--- config.mk ---
export PLATFORM = sky130hd
export DESIGN_NAME = hsp_top
export DESIGN_NICKNAME = d
export VERILOG_FILES = /design/src/verilog/hsp_pkg.sv /design/src/verilog/hsp_pins_if.sv /design/src/verilog/hsp_sync.sv /design/src/verilog/hsp_top.sv
export VERILOG_INCLUDE_DIRS = /design/src /design/src/verilog
export SDC_FILE = /design/constraint.sdc
export NUM_CORES = 1
export LEC_CHECK = 0
export ABC_CLOCK_PERIOD_IN_PS = 3120
export BUFFER_PORTS_ARGS = -buffer_cell sky130_fd_sc_hd__buf_2
export CAP_MARGIN = 25
export CORE_MARGIN = 2
export CORE_UTILIZATION = 40
export CTS_CLUSTER_SIZE = 16
export DETAILED_ROUTE_END_ITERATION = 8
export GPL_TIMING_DRIVEN = 0
export PLACE_DENSITY_LB_ADDON = 0.2
export SETUP_SLACK_MARGIN = 0.4
export SYNTH_ARGS = -nofsm -noshare
export SYNTH_HDL_FRONTEND = slang
export SYNTH_SLANG_ARGS = --single-unit
--- constraint.sdc ---
create_clock -name i_clk -period 3.12 [get_ports i_clk]
set_input_delay 0.624 -clock i_clk [delete_from_list [all_inputs] [get_ports i_clk]]
set_output_delay 0.624 -clock i_clk [all_outputs]
set_load 0.01 [all_outputs]
--- src/verilog/hsp_defines.svh ---
// Constant definitions shared by the host slave port design files.
`ifndef HSP_DEFINES_SVH
`define HSP_DEFINES_SVH

// Width of the host data bus and of each data latch.
`define HSP_DATA_W 8
// Direction pattern that marks all three strobe pins as inputs.
`define HSP_DIR_ALL_IN 3'h7
// Reset value of both data latches and of the pin output register.
`define HSP_BYTE_RST 8'h00
// Idle level of an active-low strobe after reset.
`define HSP_STROBE_IDLE 1'h1
// Number of flip-flops in each pin synchroniser chain.
`define HSP_SYNC_STAGES 2

`endif

--- src/verilog/hsp_pkg.sv ---
// Types shared by the host slave port design files.
`include "hsp_defines.svh"

package hsp_pkg;

   // One byte on the host data bus.
   typedef logic [`HSP_DATA_W-1:0] hsp_byte_t;

endpackage

--- src/verilog/hsp_pins_if.sv ---
// Interface carrying the synchronised host pins from the synchroniser to the core.
`timescale 1ns/1ns

interface hsp_pins_if;
   logic cs_n;
   logic rd_n;
   logic wr_n;
   hsp_pkg::hsp_byte_t data;

   // The synchroniser drives the pins, the core only reads them.
   modport sync (output cs_n, output rd_n, output wr_n, output data);
   modport core (input cs_n, input rd_n, input wr_n, input data);
endinterface

--- src/verilog/hsp_sync.sv ---
// Two-stage synchroniser for the host strobes and data bus.
`timescale 1ns/1ns
`include "hsp_defines.svh"

module hsp_sync (
   input wire logic i_clk,
   input wire logic i_rstn,
   input wire logic i_ce,
   input wire logic i_cs_n,
   input wire logic i_rd_n,
   input wire logic i_wr_n,
   input wire hsp_pkg::hsp_byte_t i_data,
   hsp_pins_if.sync pins
);

   logic [2:0] strb_meta_q;
   logic [2:0] strb_sync_q;
   hsp_pkg::hsp_byte_t data_meta_q;
   hsp_pkg::hsp_byte_t data_sync_q;

   // Strobes idle high, so a reset never fakes the start of a transfer.
   always_ff @(posedge i_clk) begin
      if (!i_rstn) begin
         strb_meta_q <= {3{`HSP_STROBE_IDLE}};
         strb_sync_q <= {3{`HSP_STROBE_IDLE}};
      end else if (i_ce) begin
         strb_meta_q <= {i_cs_n, i_rd_n, i_wr_n};
         strb_sync_q <= strb_meta_q;
      end
   end

   // The data bus is sampled with the same latency as the strobes.
   always_ff @(posedge i_clk) begin
      if (!i_rstn) begin
         data_meta_q <= `HSP_BYTE_RST;
         data_sync_q <= `HSP_BYTE_RST;
      end else if (i_ce) begin
         data_meta_q <= i_data;
         data_sync_q <= data_meta_q;
      end
   end

   // Only the second stage leaves this module.
   assign pins.cs_n = strb_sync_q[2];
   assign pins.rd_n = strb_sync_q[1];
   assign pins.wr_n = strb_sync_q[0];
   assign pins.data = data_sync_q;

   // Synchronised strobes follow the pin two enabled edges later.
   property p_sync_delay;
      @(posedge i_clk) disable iff (!i_rstn)
         (i_rstn && i_ce) ##1 (i_rstn && i_ce) |=> (pins.wr_n == $past(i_wr_n, 2));
   endproperty
   a_sync_two_stage: assert property (p_sync_delay)
      else $error("Write strobe did not pass through exactly two stages.");

endmodule

--- src/verilog/hsp_top.sv ---
// Host slave port: eight-bit asynchronous microprocessor port onto the data latch.
//
// How it works
// - With the port enabled an external host reads and writes the data latch.
// - Enabled port turns three pins into read, write and active-low select strobes.
// - Write starts on select and write low, byte captured when either rises.
// - End of each host write sets input-full and interrupt flags.
// - Select and read low drive the latch onto pins and set output-full.
// - Software write during a host read shows at once, output-full untouched.
// - Select or read high ends the read, releases pins, sets interrupt flag.
// - The port works only in microcontroller mode, not external bus mode.
`timescale 1ns/1ns
`include "hsp_defines.svh"

module hsp_top (
   input wire logic i_clk,
   input wire logic i_rstn,
   input wire logic i_ce,
   input wire logic i_slave_port_enable,
   input wire logic i_micro_mode,
   input wire logic [2:0] i_strobe_pin_direction,
   input wire logic i_cs_n,
   input wire logic i_rd_n,
   input wire logic i_wr_n,
   input wire hsp_pkg::hsp_byte_t i_data,
   output logic [`HSP_DATA_W-1:0] o_data,
   output logic o_data_oe,
   input wire logic i_sw_wr,
   input wire hsp_pkg::hsp_byte_t i_sw_wdata,
   input wire logic i_sw_rd,
   input wire logic i_obf_clr,
   input wire logic i_irq_clr,
   output logic [`HSP_DATA_W-1:0] o_sw_rdata,
   output logic o_input_buffer_full,
   output logic o_output_buffer_full,
   output logic o_slave_port_irq_flag
);

   hsp_pins_if pins ();

   hsp_pkg::hsp_byte_t in_latch_q;
   hsp_pkg::hsp_byte_t out_latch_q;
   hsp_pkg::hsp_byte_t pin_out_q;
   logic pin_oe_q;
   logic ibf_q;
   logic obf_q;
   logic irq_q;
   logic wr_act_q;
   logic rd_act_q;
   logic port_en;
   logic wr_act;
   logic rd_act;
   logic wr_end;
   logic rd_start;
   logic rd_end;

   // Pins come from outside the clock domain, so they pass the synchroniser first.
   hsp_sync u_sync (
      .i_clk(i_clk),
      .i_rstn(i_rstn),
      .i_ce(i_ce),
      .i_cs_n(i_cs_n),
      .i_rd_n(i_rd_n),
      .i_wr_n(i_wr_n),
      .i_data(i_data),
      .pins(pins)
   );

   // The port exists only in microcontroller mode with all strobe pins set as inputs.
   // A wrong direction setting would let the pin driver fight the host, so it disables the port.
   assign port_en = i_slave_port_enable
                    && i_micro_mode
                    && (i_strobe_pin_direction == `HSP_DIR_ALL_IN);

   // Transfer levels decoded from the synchronised strobes.
   assign wr_act = port_en && !pins.cs_n && !pins.wr_n;
   assign rd_act = port_en && !pins.cs_n && !pins.rd_n;

   // Edges of the transfer levels; disabling the port mid-transfer also ends it.
   assign wr_end = wr_act_q && !wr_act;
   assign rd_start = rd_act && !rd_act_q;
   assign rd_end = rd_act_q && !rd_act;

   // Registered transfer levels for edge detection.
   always_ff @(posedge i_clk) begin
      if (!i_rstn) begin
         wr_act_q <= 1'b0;
         rd_act_q <= 1'b0;
      end else if (i_ce) begin
         wr_act_q <= wr_act;
         rd_act_q <= rd_act;
      end
   end

   // Host byte is captured only when the write ends, so software never sees a half-written byte.
   always_ff @(posedge i_clk) begin
      if (!i_rstn) begin
         in_latch_q <= `HSP_BYTE_RST;
      end else if (i_ce && wr_end) begin
         in_latch_q <= pins.data;
      end
   end

   // Byte that software offers to the host.
   always_ff @(posedge i_clk) begin
      if (!i_rstn) begin
         out_latch_q <= `HSP_BYTE_RST;
      end else if (i_ce && i_sw_wr) begin
         out_latch_q <= i_sw_wdata;
      end
   end

   // Pin driver; a software write bypasses the latch so a read in progress sees it at once.
   always_ff @(posedge i_clk) begin
      if (!i_rstn) begin
         pin_out_q <= `HSP_BYTE_RST;
         pin_oe_q <= 1'b0;
      end else if (i_ce) begin
         pin_out_q <= i_sw_wr ? i_sw_wdata : out_latch_q;
         pin_oe_q <= rd_act;
      end
   end

   // Input-full flag; a host write ending in the same cycle as a software read wins.
   always_ff @(posedge i_clk) begin
      if (!i_rstn) begin
         ibf_q <= 1'b0;
      end else if (i_ce) begin
         if (wr_end) begin
            ibf_q <= 1'b1;
         end else if (i_sw_rd) begin
            ibf_q <= 1'b0;
         end
      end
   end

   // Output-full flag is set only by the start of a host read, never by software writes.
   always_ff @(posedge i_clk) begin
      if (!i_rstn) begin
         obf_q <= 1'b0;
      end else if (i_ce) begin
         if (rd_start) begin
            obf_q <= 1'b1;
         end else if (i_obf_clr) begin
            obf_q <= 1'b0;
         end
      end
   end

   // Interrupt flag marks the end of either transfer; set wins over a software clear.
   always_ff @(posedge i_clk) begin
      if (!i_rstn) begin
         irq_q <= 1'b0;
      end else if (i_ce) begin
         if (wr_end || rd_end) begin
            irq_q <= 1'b1;
         end else if (i_irq_clr) begin
            irq_q <= 1'b0;
         end
      end
   end

   // Every output comes straight from a flip-flop.
   assign o_data = pin_out_q;
   assign o_data_oe = pin_oe_q;
   assign o_sw_rdata = in_latch_q;
   assign o_input_buffer_full = ibf_q;
   assign o_output_buffer_full = obf_q;
   assign o_slave_port_irq_flag = irq_q;

   // Checks on the flags, latch and pin driver.
   a_wr_sets_flags: assert property (
      @(posedge i_clk) disable iff (!i_rstn)
         (i_ce && wr_end) |=> (o_input_buffer_full && o_slave_port_irq_flag))
      else $error("Host write end did not set input-full and interrupt flags.");

   a_wr_captures_byte: assert property (
      @(posedge i_clk) disable iff (!i_rstn)
         (i_ce && wr_end) |=> (o_sw_rdata == $past(pins.data)))
      else $error("Host byte not captured at the end of the write.");

   a_latch_holds: assert property (
      @(posedge i_clk) disable iff (!i_rstn)
         !(i_ce && wr_end) |=> $stable(o_sw_rdata))
      else $error("Host byte changed without a completed host write.");

   a_sw_read_clears: assert property (
      @(posedge i_clk) disable iff (!i_rstn)
         (i_ce && i_sw_rd && !wr_end) |=> !o_input_buffer_full)
      else $error("Software read did not clear input-full.");

   a_rd_drives_pins: assert property (
      @(posedge i_clk) disable iff (!i_rstn)
         (i_ce && rd_start) |=> (o_data_oe && o_output_buffer_full))
      else $error("Host read start did not drive pins and set output-full.");

   a_rd_end_release: assert property (
      @(posedge i_clk) disable iff (!i_rstn)
         (i_ce && rd_end) |=> (!o_data_oe && o_slave_port_irq_flag))
      else $error("Host read end did not release pins and set interrupt flag.");

   a_sw_wr_in_read: assert property (
      @(posedge i_clk) disable iff (!i_rstn)
         (i_ce && i_sw_wr && rd_act) |=> (o_data == $past(i_sw_wdata) && o_data_oe))
      else $error("Software write during host read was not driven at once.");

   a_obf_only_read: assert property (
      @(posedge i_clk) disable iff (!i_rstn)
         (!o_output_buffer_full && !(i_ce && rd_start)) |=> !o_output_buffer_full)
      else $error("Output-full set without a host read start.");

   a_disabled_quiet: assert property (
      @(posedge i_clk) disable iff (!i_rstn)
         (i_ce && !port_en) ##1 (i_ce && !port_en) |=> !o_data_oe)
      else $error("Pins driven while the port is disabled.");

   // Main scenarios.
   c_host_write: cover property (@(posedge i_clk) disable iff (!i_rstn) i_ce && wr_end);
   c_host_read: cover property (@(posedge i_clk) disable iff (!i_rstn) rd_start ##[1:20] rd_end);
   c_sw_wr_in_read: cover property (@(posedge i_clk) disable iff (!i_rstn) i_ce && i_sw_wr && rd_act);

endmodule

==> impl_metrics.csv <==
group,metric,value,unit
status,status,"finished clean",
routing,finalWirelength,4.02,mm
sta,period_minus_slack,1.48,ns
logic_synthesis,avgSynthCellArea,10.2,um2
logic_synthesis,syn_area,2050,um2
die,core_area,5040,um2
setup_path,r2r_end,"o_slave_port_irq_flag$_SDFFE_PN0P_",
finish,stdcell_area,2460,um2
routing,drc,0,
setup_path,rr_startpoint,"u_sync.strb_sync_q[2]$_SDFFE_PN1P_",
clock_network,cts_buffers,5,
setup_path,critPathKind,"input pin to register",
sta,period_share,47.3,%
routing,drt_iter0_markers,53,
pwr,power_density,474,nW/um2
logic_synthesis,synthXorXnorAreaFrac,0,%
logic_synthesis,syn_inst,202,
setup_path,cp.depth,5,
clock_network,post_cts_buffers,0,
clock_network,clk_latency,0.30,ns
setup_path,crit_chain,"buf_2 > nand4b_4 > o311a_1 > buf_6 > o31a_1",
clock_network,cts_hold_buf,0,
setup_path,reg2regPathDepth,4,
place,placed_area,2380,um2
global_routing,grt_max_degree,15,
place,place.gp.congestion,0.722,
setup_path,cpLargestDelayFamily,"compound AO/OA/AOI/OAI gates",
place,portBuffers,48,
setup_path,slowest_delay,0.36,ns
clock_network,clockBufferDepth,2,
pwr,irDropWorstVdd,0.000283,V
finish,final_cell_mix,"buf_2, dfxtp_1, nand2_1",
setup_path,worst_setup_path_end_kind,"register",
finish,mostFrequentLayoutCell,"buf_2",
die,initial_core_util,40.7,%
routing,first_pass_iters,4,
logic_synthesis,yosysUniqueCellTypes,22,
finish,fillerInstances,490,
sta,clock_skew,0.00922,ns
routing,ant_nets,0,
global_routing,grtUsageTotal,14.9,%
setup_path,setup.worst_path.start_class,"input pin",
routing,vias,1519,
worst_hold_path,hold_class,"register to register",
clock_network,clock-sinks,51,
place,dpl.hpwl,2.78,mm
sta,grt_setup_unrepaired,"false",
finish,antenna_cells,0,
logic_synthesis,synthesis.nets,233,
sta,drv_slew,0,
die,design.die.area,5730,um2
logic_synthesis,ys_seq_area_share,49.7,%
finish,syn_to_final_growth,19.9,%
sta,maxSlewHeadroom,67.8,%
logic_synthesis,synth_compound_area_share,10.8,%
logic_synthesis,synth_fa_ha_area_share,0,%
die,die_w,75.7,um
sta,setup_viol,0,
finish,drive_above_1_share,25.2,%
pwr,power_leakage,1.15,nW
sta,hold_viol,0,
logic_synthesis,synth_top_family_by_area,"multiplexers",
setup_path,reg2reg_slack,1.69,ns
routing,vias_per_cell,4.63,
setup_path,crit_path_max_fanout,10,
die,io_pins,51,
sta,fmax,677,MHz
clock_network,tritoncts,"built",
routing,avgRoutedWirePerCell,12.3,um
logic_synthesis,yosys_warnings,0,
die,rows,26,
clock_network,clockRootBuffer,"clkbuf_8",
setup_path,critPathBufInv,2,
global_routing,overflow,0,
die,die_h,75.7,um
setup_path,cp_slowest_cell,"o311a_1",
finish,num-nets-final,288,
logic_synthesis,synth-simple-area-share,17.2,%
clock_network,clkSlewWorstSetupHoldPaths,0.09,ns
global_routing,antenna_found_initial,0,
clock_network,htreeDepth,2,
global_routing,grt_pass1_vias,1329,
sta,worst_slew_pin_slew,0.483,ns
clock_network,cts_resized,0,
global_routing,grt_pass1_wl,6.31,mm
sta,setup_tns,0,ns
logic_synthesis,ys_seq_elements,51,
setup_path,cp.arrival,1.68,ns
logic_synthesis,synth_mux_area_share,18.5,%
setup_path,endpoint,"o_slave_port_irq_flag$_SDFFE_PN0P_",
job,cap_violations,0,
setup_path,timing.critical_path.from,"i_strobe_pin_direction[0]",
setup_path,critPathRequiredTime,3.32,ns
cells in the mapped netlist, drive strengths merged:
library cell	number	area [um2]
dfxtp	51	1020
nand2	40	153
mux2i	38	380
nor2b	17	106
a21boi	11	82.6
buf	10	53.8
nand3	8	40.0
o211a	8	80.1
clkbuf	5	18.8
o21a	3	22.5
nand2b	2	12.5
nor4	2	12.5
o311a	2	20.0
and2	1	6.26
inv	1	3.75
nand4b	1	23.8
o31a	1	8.76
o41ai	1	8.76
report_power, final:
part / internal, mW / leakage (nW) / switching (mW) / total [mW]
Clock: 0.158 / 0.0422 / 0.202 / 0.360
Combinational: 0.0569 / 0.692 / 0.0618 / 0.119
Sequential: 0.676 / 0.417 / 0.0126 / 0.688
Total: 0.890 / 1.15 / 0.277 / 1.17
routing by layer:
| layer | up-vias | GRT usage (%) | part of all wire (%) |
|---|---|---|---|
| li1 | 800 | - | - |
| met1 | 683 | 19.4 | 49 |
| met2 | 30 | 22.6 | 45 |
| met3 | 6 | 3.17 | 4.7 |
| met4 | 0 | 9.36 | 1.8 |
| met5 | - | 0 | 0 |
how the worst min path moves through the flow:
stage               depth (start not counted)                           to                         from  slack (ns)
finish                                      2  out_latch_q[0]$_SDFFE_PN0P_  out_latch_q[0]$_SDFFE_PN0P_        0.46
global route                                2   o_sw_rdata[7]$_SDFFE_PN0P_   o_sw_rdata[7]$_SDFFE_PN0P_        0.48
CTS                                         2  out_latch_q[4]$_SDFFE_PN0P_  out_latch_q[4]$_SDFFE_PN0P_        0.46
detailed placement                          2   o_sw_rdata[4]$_SDFFE_PN0P_   o_sw_rdata[4]$_SDFFE_PN0P_        0.45
global placement                            2  out_latch_q[4]$_SDFFE_PN0P_  out_latch_q[4]$_SDFFE_PN0P_        0.44
floorplan                                   2  out_latch_q[0]$_SDFFE_PN0P_  out_latch_q[0]$_SDFFE_PN0P_        0.43
kinds of logic (layout without fill, tap and decap cells):
kind of cell    count (synthesis)  after routing
flops                          51             51
buf+inv                        16             72
compound gates                 26             26
simple gates                   71             71
mux                            38             38
worst min-delay path: stages (launching register included):
cell and delay, ns:
dfxtp_1 0.31, nand2_1 0.05, a21boi_1 0.05
sequential cells by signal (all words and copies together), names as in the netlist:
name                   flops
o_data                     8
o_data_oe                  1
o_input_buffer_full        1
o_output_buffer_full       1
o_slave_port_irq_flag      1
o_sw_rdata                 8
out_latch_q                8
u_sync.data_meta_q         8
u_sync.pins.data           8
u_sync.strb_meta_q         3
u_sync.strb_sync_q         3
wr_act_q                   1
area by class of cell:
class | instances | area [um2] | share of cell area [%]
Sequential cell | 51 | 1020 | 41.4
Multi-Input combinational cell | 135 | 957 | 38.9
Timing Repair Buffer | 48 | 240 | 9.75
Tap cell | 70 | 87.6 | 3.56
Clock buffer | 7 | 76.3 | 3.10
Buffer | 15 | 72.6 | 2.95
Clock inverter | 1 | 5.00 | 0.203
Inverter | 1 | 3.75 | 0.152
metrics by stage:
step | worst slack [ns] | power [mW] | hold slack [ns] | instances | utilization, %
6_report | 1.64 | 1.17 | 0.455 | 328 | 48.9
5_1_grt | 1.55 | 1.22 | 0.479 | 328 | 48.9
3_3_place_gp | 1.31 | 0.822 | 0.440 | 320 | 47.2
2_1_floorplan | 1.50 | 0.778 | 0.434 | 202 | -
4_1_cts | 1.64 | 1.19 | 0.461 | 328 | 48.9
3_5_place_dp | 1.31 | 0.824 | 0.447 | 320 | 47.2
Note: power is estimated with default switching activity, not from simulation.
